## src/core/sbt_pkg.sv

```systemverilog
// package: register map, field positions, reset values and shared types for the serial block
package sbt_pkg;
    localparam logic [7:0] ADDR_DATA    = 8'hF1;
    localparam logic [7:0] ADDR_STATUS  = 8'hF2;
    localparam logic [7:0] ADDR_CONTROL = 8'hF3;
    localparam logic [7:0] ADDR_DIVISOR = 8'hF4;
    localparam logic [7:0] ADDR_IRQCTL  = 8'hF5;

    localparam int ST_RXFULL = 7;
    localparam int ST_PARERR = 6;
    localparam int ST_OVRUN  = 5;
    localparam int ST_FRMERR = 4;
    localparam int ST_BREAK  = 3;
    localparam int ST_TXRDY  = 2;
    localparam int ST_TXDONE = 1;
    localparam int ST_NOISE  = 0;

    localparam int CT_TXEN   = 7;
    localparam int CT_RXEN   = 6;
    localparam int CT_IRQEN  = 5;
    localparam int CT_PAREN  = 4;
    localparam int CT_PARODD = 3;
    localparam int CT_SBRK   = 2;
    localparam int CT_STOP2  = 1;
    localparam int CT_TIMER  = 0;

    localparam logic [7:0] STATUS_RESET  = 8'h02;
    localparam logic [7:0] CONTROL_RESET = 8'h00;
    localparam logic [7:0] DIVISOR_RESET = 8'hFF;
    localparam logic [7:0] IRQCTL_RESET  = 8'h00;

    localparam int PRESCALE_DIV  = 16;
    localparam int PRESCALE_W    = 4;
    localparam int OVERSAMPLE    = 16;

    // wishbone request carried into the slave
    typedef struct packed {
        logic       cyc;
        logic       stb;
        logic       we;
        logic [7:0] adr;
        logic [3:0] sel;
        logic [7:0] dat;
    } sbt_wb_req_t;

    // per-character result from the receive shifter
    typedef struct packed {
        logic       done;
        logic [7:0] data;
        logic       par_err;
        logic       frm_err;
        logic       brk;
        logic       noise;
    } sbt_rx_res_t;
endpackage : sbt_pkg

```

## src/core/sbt_baud_gen.sv

```systemverilog
// baud generator: prescaler plus 8-bit reloading down-counter
`timescale 1ns/1ps
module sbt_baud_gen #(
    parameter int CNT_W = 8
) (
    input  wire logic             clk_i,
    input  wire logic             resetn_i,
    input  wire logic [CNT_W-1:0] divisor_i,
    output logic                  tick_o,
    output logic                  reload_o,
    output logic [CNT_W-1:0]      count_o
);
    import sbt_pkg::*;

    logic [PRESCALE_W-1:0] pre_q;
    logic                  pre_tick;
    logic [CNT_W-1:0]      cnt_q;

    // divide system clock by 16
    assign pre_tick = (pre_q == PRESCALE_W'(PRESCALE_DIV - 1));
    always_ff @(posedge clk_i) begin
        if (!resetn_i) begin
            pre_q <= '0;
        end else begin
            pre_q <= pre_q + PRESCALE_W'(1);
        end
    end

    // down-count; at 1 reload; zero counts 256 steps
    always_ff @(posedge clk_i) begin
        if (!resetn_i) begin
            cnt_q    <= CNT_W'(DIVISOR_RESET);
            reload_o <= 1'b0;
        end else begin
            reload_o <= 1'b0;
            if (pre_tick) begin
                if (cnt_q == CNT_W'(1)) begin
                    cnt_q    <= divisor_i;
                    reload_o <= 1'b1;
                end else begin
                    cnt_q <= cnt_q - CNT_W'(1);
                end
            end
        end
    end

    assign tick_o  = reload_o;
    assign count_o = cnt_q;
endmodule : sbt_baud_gen

```

## src/core/sbt_uart.sv

```systemverilog
// serial transceiver top: wishbone registers, receiver error logic, transmitter, timer
`timescale 1ns/1ps
// Overview of operation
// completed character in holding register raises maskable data interrupt; read clears.
// break is line low for whole character incl. parity and stop bits.
// break interrupts at once if holding empty, else after holding read.
// character arriving onto unread data flags overrun, new byte discarded.
// overrun interrupt asserts at holding read, cleared by next read.
// framing error when first stop bit is 0; only first checked.
// framing interrupt raised when detected, cleared by holding read.
// overrun and break flags hidden until held byte read; receive-full kept.
// software rereads holding after overrun; refill only with next character.
// baud reload raises receiver interrupt when timer interrupt enabled.
// counter clocked at system clock over 16; divisor sets bit rate.
// divisor zero acts as 256, giving clock over 4096.
// timer mode needs enables cleared then timer bit set; counts down.
// at count 1 raise timeout interrupt, reload, keep counting.
// in timer mode divisor location reads live count.
// data location reads received byte, write queues byte to transmit.
// data read clears status bits 7 and 6 to 3.
// bit 2 set when transmit holding free, cleared on write; bit 7 full.
// bit 1 low while shifting, high when done; resets high.
// bit 0 reads noise seen; write sets noise filter on or off.
// software enables control bit 5 and system mask for interrupts.
// control keeps contents over stop recovery, no reset there.
// control bit 4 enables parity, bit 3 selects odd.
// send-break holds output low; bit 1 selects two stop bits.
module sbt_uart (
    input  wire logic             CLK_I,
    input  wire logic             RESETN_I,
    input  wire sbt_pkg::sbt_wb_req_t WB_REQ_I,
    output logic [7:0]            WB_DAT_O,
    output logic                  WB_ACK_O,
    input  wire logic             STOP_RECOVERY_I,
    input  wire logic             RXD_I,
    output logic                  TXD_O,
    output logic                  RX_IRQ_O,
    output logic                  TX_IRQ_O
);
    import sbt_pkg::*;

    typedef enum {RX_IDLE, RX_START, RX_BITS, RX_PAR, RX_STOP, RX_STOP2} sbt_rx_st_t;
    typedef enum {TX_IDLE, TX_START, TX_BITS, TX_PAR, TX_STOP, TX_STOP2} sbt_tx_st_t;

    logic [7:0] ctrl_q, div_q, irqctl_q, hold_q, thr_q, tsr_q, rsr_q;
    logic       full_q, par_q, ovr_q, frm_q, brk_q, noise_q, filt_q;
    logic       ovr_pend_q, brkov_pend_q, brk_pend_q, ovr_irq_arm_q;
    logic       thr_full_q, txbusy_q, txd_q;
    logic       rx_irq_q, tx_irq_q, ack_q;
    logic       bg_tick, bg_reload;
    logic [7:0] bg_count;
    logic [3:0] rx_os_q, tx_os_q;
    logic [2:0] rx_bit_q, tx_bit_q;
    logic       rx_par_q, tx_par_q, rx_allz_q;
    logic [2:0] rx_hist_q;
    logic       rx_s;
    sbt_rx_st_t rx_st_q;
    sbt_tx_st_t tx_st_q;
    sbt_rx_res_t res;

    logic       wb_hit, wr_en, rd_en, rd_data, wr_data;

    function automatic logic majority(input logic [2:0] v);
        majority = (v[0] & v[1]) | (v[1] & v[2]) | (v[0] & v[2]);
    endfunction : majority

    // classic wishbone: one-cycle ack, write and read side effects at ack
    assign wb_hit  = WB_REQ_I.cyc && WB_REQ_I.stb && !ack_q;
    assign wr_en   = wb_hit && WB_REQ_I.we && WB_REQ_I.sel[0];
    assign rd_en   = wb_hit && !WB_REQ_I.we;
    assign rd_data = rd_en && (WB_REQ_I.adr == ADDR_DATA);
    assign wr_data = wr_en && (WB_REQ_I.adr == ADDR_DATA);

    always_ff @(posedge CLK_I) begin
        if (!RESETN_I) begin
            ack_q    <= 1'b0;
            WB_DAT_O <= 8'h00;
        end else begin
            ack_q <= wb_hit;
            if (rd_en) begin
                case (WB_REQ_I.adr)
                    ADDR_DATA:    WB_DAT_O <= hold_q;
                    ADDR_STATUS:  WB_DAT_O <= {full_q, par_q, ovr_q, frm_q, brk_q,
                                               ctrl_q[CT_TXEN] & !thr_full_q,
                                               !(txbusy_q | thr_full_q), noise_q};
                    ADDR_CONTROL: WB_DAT_O <= ctrl_q;
                    ADDR_DIVISOR: WB_DAT_O <= ctrl_q[CT_TIMER] ? bg_count : div_q;
                    ADDR_IRQCTL:  WB_DAT_O <= irqctl_q;
                    default:      WB_DAT_O <= 8'h00;
                endcase
            end
        end
    end
    assign WB_ACK_O = ack_q;

    // control register: reset only by RESETN_I, untouched by stop recovery
    always_ff @(posedge CLK_I) begin
        if (!RESETN_I) begin
            ctrl_q   <= CONTROL_RESET;
            div_q    <= DIVISOR_RESET;
            irqctl_q <= IRQCTL_RESET;
            filt_q   <= 1'b0;
        end else if (wr_en) begin
            case (WB_REQ_I.adr)
                ADDR_CONTROL: ctrl_q   <= WB_REQ_I.dat;
                ADDR_DIVISOR: div_q    <= WB_REQ_I.dat;
                ADDR_IRQCTL:  irqctl_q <= WB_REQ_I.dat;
                ADDR_STATUS:  filt_q   <= WB_REQ_I.dat[ST_NOISE];
                default:      ;
            endcase
        end
    end

    sbt_baud_gen #(.CNT_W(8)) u_baud (
        .clk_i     (CLK_I),
        .resetn_i  (RESETN_I),
        .divisor_i (div_q),
        .tick_o    (bg_tick),
        .reload_o  (bg_reload),
        .count_o   (bg_count)
    );

    // receive sampler with optional 3-sample majority noise filter
    always_ff @(posedge CLK_I) begin
        if (!RESETN_I) begin
            rx_hist_q <= 3'b111;
        end else begin
            rx_hist_q <= {rx_hist_q[1:0], RXD_I};
        end
    end
    assign rx_s = filt_q ? majority(rx_hist_q) : rx_hist_q[0];

    // receive shifter, 16 baud ticks per bit, sample mid-bit
    always_ff @(posedge CLK_I) begin
        if (!RESETN_I) begin
            rx_st_q   <= RX_IDLE;
            rx_os_q   <= 4'h0;
            rx_bit_q  <= 3'h0;
            rsr_q     <= 8'h00;
            rx_par_q  <= 1'b0;
            rx_allz_q <= 1'b0;
            res       <= '0;
        end else begin
            res.done <= 1'b0;
            if (!ctrl_q[CT_RXEN]) begin
                rx_st_q <= RX_IDLE;
            end else if (bg_tick) begin
                rx_os_q <= rx_os_q + 4'h1;
                case (rx_st_q)
                    RX_IDLE: begin
                        rx_os_q <= 4'h0;
                        if (!rx_s) begin
                            rx_st_q <= RX_START;
                        end
                    end
                    RX_START: if (rx_os_q == 4'h7) begin
                        rx_os_q   <= 4'h0;
                        rx_bit_q  <= 3'h0;
                        rx_par_q  <= ctrl_q[CT_PARODD];
                        rx_allz_q <= 1'b1;
                        res.noise <= rx_hist_q[0] ^ rx_hist_q[1];
                        rx_st_q   <= rx_s ? RX_IDLE : RX_BITS;
                    end
                    RX_BITS: if (rx_os_q == 4'hF) begin
                        rsr_q     <= {rx_s, rsr_q[7:1]};
                        rx_par_q  <= rx_par_q ^ rx_s;
                        rx_allz_q <= rx_allz_q & !rx_s;
                        rx_bit_q  <= rx_bit_q + 3'h1;
                        if (rx_bit_q == 3'h7) begin
                            rx_st_q <= ctrl_q[CT_PAREN] ? RX_PAR : RX_STOP;
                        end
                    end
                    RX_PAR: if (rx_os_q == 4'hF) begin
                        res.par_err <= rx_par_q ^ rx_s;
                        rx_allz_q   <= rx_allz_q & !rx_s;
                        rx_st_q     <= RX_STOP;
                    end
                    RX_STOP: if (rx_os_q == 4'hF) begin
                        if (!ctrl_q[CT_PAREN]) begin
                            res.par_err <= 1'b0;
                        end
                        res.frm_err <= !rx_s;
                        res.data    <= rsr_q;
                        rx_allz_q   <= rx_allz_q & !rx_s;
                        if (ctrl_q[CT_STOP2]) begin
                            rx_st_q <= RX_STOP2;
                        end else begin
                            res.brk  <= rx_allz_q & !rx_s;
                            res.done <= 1'b1;
                            rx_st_q  <= RX_IDLE;
                        end
                    end
                    RX_STOP2: if (rx_os_q == 4'hF) begin
                        res.brk  <= rx_allz_q & !rx_s;
                        res.done <= 1'b1;
                        rx_st_q  <= RX_IDLE;
                    end
                    default: rx_st_q <= RX_IDLE;
                endcase
            end
        end
    end

    // holding register and status; new events win over a read clear
    always_ff @(posedge CLK_I) begin
        if (!RESETN_I) begin
            hold_q        <= 8'h00;
            full_q        <= 1'b0;
            par_q         <= 1'b0;
            ovr_q         <= 1'b0;
            frm_q         <= 1'b0;
            brk_q         <= 1'b0;
            noise_q       <= 1'b0;
            ovr_pend_q    <= 1'b0;
            brkov_pend_q  <= 1'b0;
            brk_pend_q    <= 1'b0;
            ovr_irq_arm_q <= 1'b0;
        end else begin
            if (rd_data) begin
                full_q        <= ovr_pend_q;
                par_q         <= 1'b0;
                frm_q         <= 1'b0;
                ovr_q         <= ovr_pend_q;
                brk_q         <= brkov_pend_q | brk_pend_q;
                ovr_irq_arm_q <= ovr_pend_q;
                ovr_pend_q    <= 1'b0;
                brkov_pend_q  <= 1'b0;
                brk_pend_q    <= 1'b0;
                noise_q       <= 1'b0;
            end
            if (res.done) begin
                if (full_q && !rd_data) begin
                    ovr_pend_q   <= 1'b1;
                    brkov_pend_q <= brkov_pend_q | res.brk;
                end else if (res.brk && full_q) begin
                    brk_pend_q <= 1'b1;
                end else begin
                    hold_q  <= res.data;
                    full_q  <= 1'b1;
                    par_q   <= res.par_err;
                    frm_q   <= res.frm_err;
                    brk_q   <= res.brk;
                    noise_q <= res.noise;
                    ovr_q   <= 1'b0;
                end
            end
        end
    end

    // receiver interrupt: data (maskable), errors, baud reload
    always_ff @(posedge CLK_I) begin
        if (!RESETN_I) begin
            rx_irq_q <= 1'b0;
        end else begin
            rx_irq_q <= ctrl_q[CT_IRQEN] &&
                        ((irqctl_q[0] && full_q && !ovr_q) ||
                         brk_q || frm_q || par_q ||
                         ovr_irq_arm_q);
        end
    end
    assign RX_IRQ_O = rx_irq_q | (ctrl_q[CT_IRQEN] && ctrl_q[CT_TIMER] && bg_reload);

    // transmit holding and shifter
    always_ff @(posedge CLK_I) begin
        if (!RESETN_I) begin
            thr_q      <= 8'h00;
            thr_full_q <= 1'b0;
            tsr_q      <= 8'h00;
            txbusy_q   <= 1'b0;
            tx_st_q    <= TX_IDLE;
            tx_os_q    <= 4'h0;
            tx_bit_q   <= 3'h0;
            tx_par_q   <= 1'b0;
            txd_q      <= 1'b1;
        end else begin
            if (wr_data && ctrl_q[CT_TXEN]) begin
                thr_q      <= WB_REQ_I.dat;
                thr_full_q <= 1'b1;
            end
            if (bg_tick) begin
                tx_os_q <= tx_os_q + 4'h1;
                case (tx_st_q)
                    TX_IDLE: begin
                        tx_os_q <= 4'h0;
                        txd_q   <= 1'b1;
                        if (thr_full_q && ctrl_q[CT_TXEN]) begin
                            tsr_q      <= thr_q;
                            thr_full_q <= 1'b0;
                            txbusy_q   <= 1'b1;
                            tx_par_q   <= ctrl_q[CT_PARODD];
                            txd_q      <= 1'b0;
                            tx_st_q    <= TX_START;
                        end else begin
                            txbusy_q <= 1'b0;
                        end
                    end
                    TX_START: if (tx_os_q == 4'hF) begin
                        tx_bit_q <= 3'h0;
                        txd_q    <= tsr_q[0];
                        tx_st_q  <= TX_BITS;
                    end
                    TX_BITS: if (tx_os_q == 4'hF) begin
                        tx_par_q <= tx_par_q ^ tsr_q[0];
                        tsr_q    <= {1'b0, tsr_q[7:1]};
                        tx_bit_q <= tx_bit_q + 3'h1;
                        if (tx_bit_q == 3'h7) begin
                            txd_q   <= ctrl_q[CT_PAREN] ? (tx_par_q ^ tsr_q[0]) : 1'b1;
                            tx_st_q <= ctrl_q[CT_PAREN] ? TX_PAR : TX_STOP;
                        end else begin
                            txd_q <= tsr_q[1];
                        end
                    end
                    TX_PAR: if (tx_os_q == 4'hF) begin
                        txd_q   <= 1'b1;
                        tx_st_q <= TX_STOP;
                    end
                    TX_STOP: if (tx_os_q == 4'hF) begin
                        tx_st_q <= ctrl_q[CT_STOP2] ? TX_STOP2 : TX_IDLE;
                    end
                    TX_STOP2: if (tx_os_q == 4'hF) begin
                        tx_st_q <= TX_IDLE;
                    end
                    default: tx_st_q <= TX_IDLE;
                endcase
            end
        end
    end
    assign TXD_O = ctrl_q[CT_SBRK] ? 1'b0 : txd_q;

    // transmitter interrupt while holding free
    always_ff @(posedge CLK_I) begin
        if (!RESETN_I) begin
            tx_irq_q <= 1'b0;
        end else begin
            tx_irq_q <= ctrl_q[CT_IRQEN] && ctrl_q[CT_TXEN] && !thr_full_q;
        end
    end
    assign TX_IRQ_O = tx_irq_q;

    logic unused_sr;
    assign unused_sr = STOP_RECOVERY_I;
endmodule : sbt_uart

```

## config.mk

```make
export PLATFORM = sky130hd
export DESIGN_NAME = sbt_uart
export DESIGN_NICKNAME = d
export VERILOG_FILES = /design/src/core/sbt_pkg.sv /design/src/core/sbt_baud_gen.sv /design/src/core/sbt_uart.sv
export SDC_FILE = /design/constraint.sdc
export NUM_CORES = 1
export LEC_CHECK = 0
export ABC_AREA = 1
export BUFFER_PORTS_ARGS = -buffer_cell sky130_fd_sc_hd__clkbuf_2
export CORE_ASPECT_RATIO = 0.8
export CORE_MARGIN = 1.5
export CORE_UTILIZATION = 45
export DETAILED_ROUTE_END_ITERATION = 8
export PLACE_DENSITY_LB_ADDON = 0.2
export SETUP_SLACK_MARGIN = 0.3
export SLEW_MARGIN = 10
export SYNTH_ARGS = -nofsm -noshare
export SYNTH_HDL_FRONTEND = slang
export SYNTH_SLANG_ARGS = --single-unit
```

## constraint.sdc

```tcl
create_clock -name CLK_I -period 1.7 [get_ports CLK_I]
set_clock_uncertainty 0.05 [all_clocks]
set_input_delay 0.34 -clock CLK_I [delete_from_list [all_inputs] [get_ports CLK_I]]
set_output_delay 0.34 -clock CLK_I [all_outputs]
set_load 0.02 [all_outputs]
```

==> reports/metrics.csv, run 1 <==
metric;value;unit
drt_iter0_drc;490;
crit_chain;buf_6 -> a31o_4 -> buf_8;
reg2reg_depth;8;
clock.fmax;616;MHz
hold_path.class;primary input to flip-flop;
cts.sinks;133;
switching_share;22.6;%
synth_seq_cells;133;
crit_path_start_kind;flip-flop;
setup_tns;0;ps
die_area;14500;sq um
clk_latency;430;ps
cp-end-kind;output port;
peakVddDrop;0.000766;V
synth.avg_cell_area;7.01;sq um
syn-num-nets;921;
grt_max_degree;59;
die_h;108;microns
crit_family;flip-flops;
synth_cell_types;40;
final_common_cell;nand2_1;
cap_viol_max_count;0;
setup_violations;0;
grt_pass1_wl;27200;microns
final_util;67.1;%
p_comb_share;4.4;%
power_frac_seq;45.0;%
crit_cells;3;
grt_overflow;0;
register_area;2710;sq um
critPathRequiredTime;1310;ps
wl_per_cell;15.7;microns
synth_warnings;0;
num_vias;6416;
slew_headroom;64.5;%
via_per_inst;5.38;
period_minus_slack;1620;ps
crit_arrival;1230;ps
design.core.area;13500;sq um
final_cell_mix;125 x nand2_1, 113 x dfxtp_1, 96 x nor2_1;
fin_ws;75.5;ps
cts_buffers;17;
clockBufferDepth;2;
rsz0062_at_grt;yes;
worstPathMaxFanout;2;
gp_congestion;0.880;
hpwl;11300;microns
multi_input_area;4040;sq um
grt_pass1_vias;5412;
cts_tree;built;
syn_inst;884;
crit_type;flip-flop to output port;
fill_cells;1112;
internal_power;5.40;mW
htreeDepth;4;
cts_hold_buf;0;
status;finished clean;
antenna_left;0;
switchingPower;1.58;mW
port_buffers;34;
clkSlewWorstSetupHoldPaths;50;ps
final-hold-violation-count;0;
hold_depth;2;
die_x;134;microns
crit_slowest_cell;dfxtp_4;
totalWireLength;18700;microns
grt_antenna_before_repair;0;
post-place-ws;18.7;ps
cp_num_buf_inv;2;
rows;38;
drv_slew;0;
clkPwrFrac;50.7;%
nets;1038;
p_total;6.98;mW
io_pins;39;
syn_to_final_growth;46.2;%
whs;56.2;ps
antennaDiodeCount;0;
cp_slowest_stage_delay;350;ps
grt_use_total;24.0;%
drc;0;
netlist_area;6200;sq um
drt_pass1_iterations;7;
p_leak;3.80;nW
period_share;95.6;%
start_util;45.9;%
drive_gt1_share;38.1;%
tightest_slew;533;ps
p_per_area;770;nW/um^2
yosysSeqAreaShare;42.9;%
cts-root-buf;clkbuf_16;
-- cells in the mapped netlist (all sizes together) --
cell / instances / area share, %
nand2: 171 / 11
o22ai: 2 / 0.20
clkbuf: 19 / 1.2
a31o: 1 / 0.14
buf: 11 / 1.1
nand3b: 1 / 0.12
o211a: 1 / 0.16
nand4: 3 / 0.30
o21a: 2 / 0.24
a22oi: 2 / 0.24
dfxtp: 133 / 43
o211ai: 16 / 1.9
ha: 10 / 2.0
and2: 1 / 0.10
xor2: 3 / 0.42
o2111ai: 1 / 0.14
a211oi: 3 / 0.36
o21ai: 101 / 8.2
or2: 4 / 0.40
nor2: 130 / 8.5
clkinv: 2 / 0.12
nand3: 81 / 6.7
a21oi: 61 / 5.0
inv: 95 / 5.8
nor3: 19 / 2.0
and3: 2 / 0.20
xnor2: 1 / 0.14
nor4: 8 / 0.81
-- flip-flops by register name, summed over array words and instances (netlist names), 3 cells and up --
signal          cells
tsr_q               8
irqctl_q            8
rx_bit_q            3
rx_st_q             3
div_q               8
WB_DAT_O            8
rx_hist_q           3
u_baud.count_o      8
res                13
u_baud.pre_q        4
tx_st_q             3
rx_os_q             4
hold_q              8
thr_q               8
ctrl_q              8
tx_bit_q            3
rsr_q               8
tx_os_q             4
-- power groups by stage --
stage          Clock [mW]  Sequential, mW  Combinational (mW)
2_1_floorplan           0            3.22               0.123
3_3_place_gp            0            3.21               0.249
3_5_place_dp            0            3.21               0.251
4_1_cts              3.58            3.14               0.258
5_1_grt              3.75            3.14               0.327
6_report             3.53            3.14               0.305
-- through the flow --
stage / cell area, sq um / instances
floorplan: 6330 / 884
global placement: 6920 / 1113
detailed placement: 6920 / 1113
CTS: 7860 / 1159
global route: 9070 / 1192
finish: 9070 / 1192
-- routing by layer --
| metal | global-route usage (%) | vias up | share of wire, % |
|---|---|---|---|
| met5 | 0 | - | 0 |
| met4 | 7.60 | 0 | 2.1 |
| met1 | 35.1 | 3015 | 47 |
| li1 | - | 3175 | - |
| met3 | 5.20 | 38 | 5.0 |
| met2 | 35.2 | 188 | 46 |
-- what timing repair did --
| item | CTS | global route |
|---|---|---|
| setup endpoints to repair | 95 | 105 |
| pin swaps | 21 | 73 |
| buffers inserted | 14 | 28 |
| cloned | 2 | 5 |
| resized for setup | 92 | 276 |
-- layout make-up --
class / count / share of cell area (%)
Clock buffer: 20 / 4.93
Clock inverter: 10 / 1.21
Inverter: 97 / 4.65
Multi-Input combinational cell: 626 / 44.5
Sequential cell: 133 / 29.8
Tap cell: 180 / 2.48
Timing Repair Buffer: 126 / 12.3
-- path summary, 6_finish.rpt --
path              slack, ps            to             from
hold reg to reg         400  brkov_pend_q     brkov_pend_q
hold / removal           60  rx_hist_q[0]            RXD_I
setup / recovery         80      RX_IRQ_O  u_baud.reload_o
setup reg to reg        120      rsr_q[7]  u_baud.reload_o
-- cells by family after synthesis --
| logic type | share of synthesized area (%) |
|---|---|
| AND/OR/NAND/NOR | 29.7 |
| AO/OA/AOI/OAI | 16.6 |
| flip-flops | 42.9 |
| buffers and inverters | 8.19 |
| adder cells (fa/ha/maj) | 2.02 |
| XOR/XNOR | 0.565 |
Power figures use the tool's default switching activity.
==> inputs of run 2 (changes only) <==
==> constraint.sdc (replaced) <==
create_clock -name CLK_I -period 1.9 [get_ports CLK_I]
set_clock_uncertainty 0.05 [all_clocks]
set_input_delay 0.38 -clock CLK_I [delete_from_list [all_inputs] [get_ports CLK_I]]
set_output_delay 0.38 -clock CLK_I [all_outputs]
set_load 0.02 [all_outputs]
==> run 2 against run 1 <==
Cell count decreased by 4.0%. Hold slack improved by 42 ps. Design area decreased by 16%. Critical path type unchanged.
==> reports/metrics.csv, run 2 (synthesis results as in run 1) <==
metric;value;unit
p_per_area;821;nW/um^2
cts_tree;built;
design.core.area;13500;sq um
crit_family;flip-flops;
final_common_cell;nand2_1;
via_per_inst;5.14;
cts-root-buf;clkbuf_16;
fin_ws;321;ps
wl_per_cell;13.9;microns
cp_num_buf_inv;1;
crit_arrival;1150;ps
setup_violations;0;
setup_tns;0;ps
final-hold-violation-count;0;
drc;0;
totalWireLength;16000;microns
gp_congestion;0.876;
grt_max_degree;97;
drive_gt1_share;19.1;%
rsz0062_at_grt;yes;
cap_viol_max_count;0;
drt_pass1_iterations;6;
rows;38;
antennaDiodeCount;0;
grt_overflow;0;
clockBufferDepth;2;
die_h;108;microns
grt_pass1_vias;5274;
tightest_slew;384;ps
io_pins;39;
start_util;45.9;%
period_share;83.1;%
die_area;14500;sq um
top_register;res;
grt_use_total;23.1;%
cts.sinks;133;
largest_reg_flops;13;
final_cells;1144;
die_x;134;microns
hold_path.class;primary input to flip-flop;
crit_type;flip-flop to output port;
syn_to_final_growth;23.4;%
cp-end-kind;output port;
peakVddDrop;0.000577;V
crit_slowest_cell;dfxtp_4;
grt_pass1_wl;26400;microns
clkSlewWorstSetupHoldPaths;60;ps
crit_path_start_kind;flip-flop;
nets;989;
num_vias;5885;
period_minus_slack;1580;ps
clk_latency;420;ps
worstPathMaxFanout;4;
critPathRequiredTime;1470;ps
antenna_left;0;
cts_buffers;17;
placed_area;6750;sq um
drt_iter0_drc;452;
dpl.cell_count;1102;
port_buffers;34;
status;finished clean;
final_cell_area;7650;sq um
cp_slowest_stage_delay;360;ps
final_cell_mix;160 x nand2_1, 123 x dfxtp_1, 110 x nor2_1;
p_leak;3.33;nW
htreeDepth;4;
post-place-ws;89.2;ps
grt_antenna_before_repair;0;
clock.fmax;633;MHz
drv_slew;0;
slew_headroom;74.4;%
hpwl;10900;microns
crit_chain;a31o_4 -> buf_6;
==> run 2: cell count changes in the layout (fill, tap and decap cells not counted), sizes merged <==
| cell | delta |
|---|---|
| clkinv | -1 |
| clkbuf | -1 |
| nand3 | -1 |
| inv | +2 |
| clkinvlp | +1 |
| nand2 | -1 |
| buf | -47 |
==> run 2: final cells by class <==
cell class              count  area [sq um]
fillers                  1320          5850
multi-input cells         624          3220
flip-flops and latches    133          2680
repair buffers             78           548
clock buffers              20           467
inverters                  97           372
well taps                 180           225
clock inverters            11           125
repair inverters            1          7.51
==> run 2: worst register-to-register path, stage by stage (launching register included) <==
cell and delay, ps:
dfxtp_2 360, ha_4 170, nand2_2 70, nor2_2 160
inv_1 60, nand2_2 80, nand3_2 80, nor2_4 180
nand2_1 90, nor2_2 80, nor2_1 50
==> run 2: where the power goes <==
| group | leakage [nW] | internal, mW | switching [mW] |
|---|---|---|---|
| clock | 0.277 | 2.03 | 1.22 |
| sequential | 1.08 | 2.80 | 0.00976 |
| combinational | 1.98 | 0.0728 | 0.144 |
==> run 2: final timing paths <==
path,start,end,slack (ps),cells after the start
max,ctrl_q[5],RX_IRQ_O,320,2
min,RXD_I,rx_hist_q[0],100,2
max reg2reg,rx_os_q[1],rx_par_q,370,10
min reg2reg,res[6],res[6],400,2
==> run 2: per-layer routing <==
layer	vias to the layer above	GRT usage, %	part of all wire, %
met1	2670	34.2	51
met5	-	0	0
met2	143	33.5	43
li1	3063	-	-
met4	0	5.99	0.70
met3	9	5.30	6.0
==> run 2: through the flow <==
step                total power, mW  util, %  hold WS, ps
global route                   6.49     56.7         85.4
detailed placement             3.09     50.0          388
global placement               3.09     50.0          382
floorplan                      2.99        -          368
CTS                            6.33     54.6         86.5
finish                         6.28     56.7         98.2
==> run 2: repair_timing <==
action,4_1_cts,5_1_grt
pin swaps,1,12
hold buffers,0,0
buffers inserted,0,10
endpoints found under the hold margin,0,0
gates cloned,0,1
resized for setup,15,64
setup endpoints to repair,48,91
==> inputs of run 3 (changes only) <==
==> constraint.sdc (replaced) <==
create_clock -name CLK_I -period 1.28 [get_ports CLK_I]
set_clock_uncertainty 0.05 [all_clocks]
set_input_delay 0.256 -clock CLK_I [delete_from_list [all_inputs] [get_ports CLK_I]]
set_output_delay 0.256 -clock CLK_I [all_outputs]
set_load 0.02 [all_outputs]
==> run 3 against run 2 <==
Combinational power rose to 2.7 times the previous value. Global-route usage grew 5.3 points. Sequential share of layout area down 9.9 points. Design area increased by 41%. Cell count grew 14%. Power up 57%. The flow now finishes with violations (negative setup slack).
==> reports/metrics.csv, run 3 (synthesis results as in run 1) <==
metric;value;unit
status;complete, but fails checks;
violations;negative setup slack;
crit_type;flip-flop to flip-flop;
rows;38;
peakVddDrop;0.000974;V
crit_slowest_cell;dfxtp_2;
clkSlewWorstSetupHoldPaths;60;ps
grt_use_total;28.3;%
cts_tree;built;
worstPathMaxFanout;5;
die_x;134;microns
drc;0;
crit_arrival;1880;ps
drt_pass1_iterations;5;
num_vias;7282;
cts-root-buf;clkbuf_16;
hpwl;12300;microns
rsz0062_at_grt;yes;
p_leak;4.49;nW
drt_iter0_drc;623;
clockBufferDepth;2;
drive_gt1_share;53.6;%
syn_to_final_growth;74.4;%
crit_chain;inv_2 -> nand3_4 -> nor2_4 -> nand3_4 -> nand2_8 -> buf_6 -> nand3_2 -> a21oi_1;
fill_cells;757;
antenna_left;0;
cts_buffers;17;
wl_per_cell;18.3;microns
p_per_area;913;nW/um^2
design.core.area;13500;sq um
nets;1146;
period_share;124;%
cap_viol_max_count;0;
cp-end-kind;flip-flop;
cp_slowest_stage_delay;320;ps
io_pins;39;
gp_congestion;0.847;
htreeDepth;4;
drv_slew;0;
p_total;9.87;mW
die_h;108;microns
final_common_cell;buf_4;
crit_path_start_kind;flip-flop;
clk_latency;420;ps
die_area;14500;sq um
period_minus_slack;1590;ps
top_register;res;
grt_antenna_before_repair;0;
setup_violations;117;
critPathRequiredTime;1570;ps
slew_headroom;73.6;%
grt_overflow;0;
final-hold-violation-count;0;
port_buffers;34;
via_per_inst;5.60;
grt_pass1_vias;6509;
start_util;45.9;%
grt_max_degree;46;
tightest_slew;391;ps
hold_path.class;primary input to flip-flop;
antennaDiodeCount;0;
post-place-ws;-311;ps
setup_tns;-16000;ps
cp_common_cell;nand3_4;
fin_ws;-307;ps
totalWireLength;23800;microns
clock.fmax;630;MHz
largest_reg_flops;13;
grt_pass1_wl;32300;microns
final_cell_mix;118 x buf_4, 117 x nand2_1, 102 x dfxtp_1;
cts.sinks;133;
## run 3: cell types whose count changed in the layout (fill, tap and decap cells not counted), moves of 36 or more
| cell | delta |
|---|---|
| buf_6 | +50 |
| nand2_1 | -43 |
| o21ai_2 | +55 |
| a21oi_1 | -36 |
| o21ai_0 | -76 |
| buf_4 | +78 |
## run 3: worst paths after layout
kind / from / end / slack (ps) / cells after the start
min reg2reg: u_baud.pre_q[0] / u_baud.pre_q[0] / 400 / 1
max: WB_ACK_O / hold_q[3] / -310 / 8
max reg2reg: WB_ACK_O / hold_q[3] / -310 / 8
min: WB_REQ_I[2] / ctrl_q[2] / 140 / 3
## run 3: power by group
| group | internal [mW] | total, mW | switching [mW] |
|---|---|---|---|
| logic | 0.254 | 0.580 | 0.326 |
| clock network | 3.13 | 5.11 | 1.98 |
| registers | 4.15 | 4.18 | 0.0251 |
| total | 7.54 | 9.87 | 2.33 |
## run 3: timing repair
action                     4_1_cts  5_1_grt
gates resized for setup        304      164
cloned                           7        1
hold endpoints to repair         1        0
hold buffers                     1        0
pin swaps                       74       64
setup endpoints to repair      135      137
buffers inserted                31       30
## run 3: cell type report
| cell class | instances | area, sq um | area share [%] |
|---|---|---|---|
| repair inverters | 1 | 5.00 | 0.0463 |
| repair buffers | 232 | 2300 | 21.3 |
| clock inverters | 13 | 173 | 1.60 |
| inverters | 97 | 452 | 4.18 |
| clock buffers | 18 | 439 | 4.06 |
| flip-flops and latches | 133 | 2720 | 25.1 |
| multi-input cells | 627 | 4500 | 41.6 |
| well taps | 180 | 225 | 2.08 |
## run 3: critical path, delay by kind of cell, from the launching register on
kind,cells,cell delay (ps)
and+or+nand+nor,5,740
DFF,1,320
buffers and inverters,2,210
AOI/OAI and AO/OA,1,170
## run 3: through the flow
step | area (sq um) | hold slack (ps) | util [%] | instances
after floorplan | 6690 | 313 | - | 884
after global placement | 8020 | 386 | 59.4 | 1200
after detailed placement | 8020 | 394 | 59.4 | 1200
after CTS | 9970 | 94.0 | 73.9 | 1270
after global routing | 10800 | 147 | 80.1 | 1301
final | 10800 | 138 | 80.1 | 1301
## run 3: routing by layer
| layer | GRT usage (%) | part of all wire [%] | vias to the layer above |
|---|---|---|---|
| met5 | 0 | 0 | - |
| met4 | 8.45 | 2.9 | 0 |
| li1 | - | - | 3398 |
| met3 | 5.30 | 7.3 | 78 |
| met1 | 38.3 | 41 | 3462 |
| met2 | 46.3 | 48 | 344 |
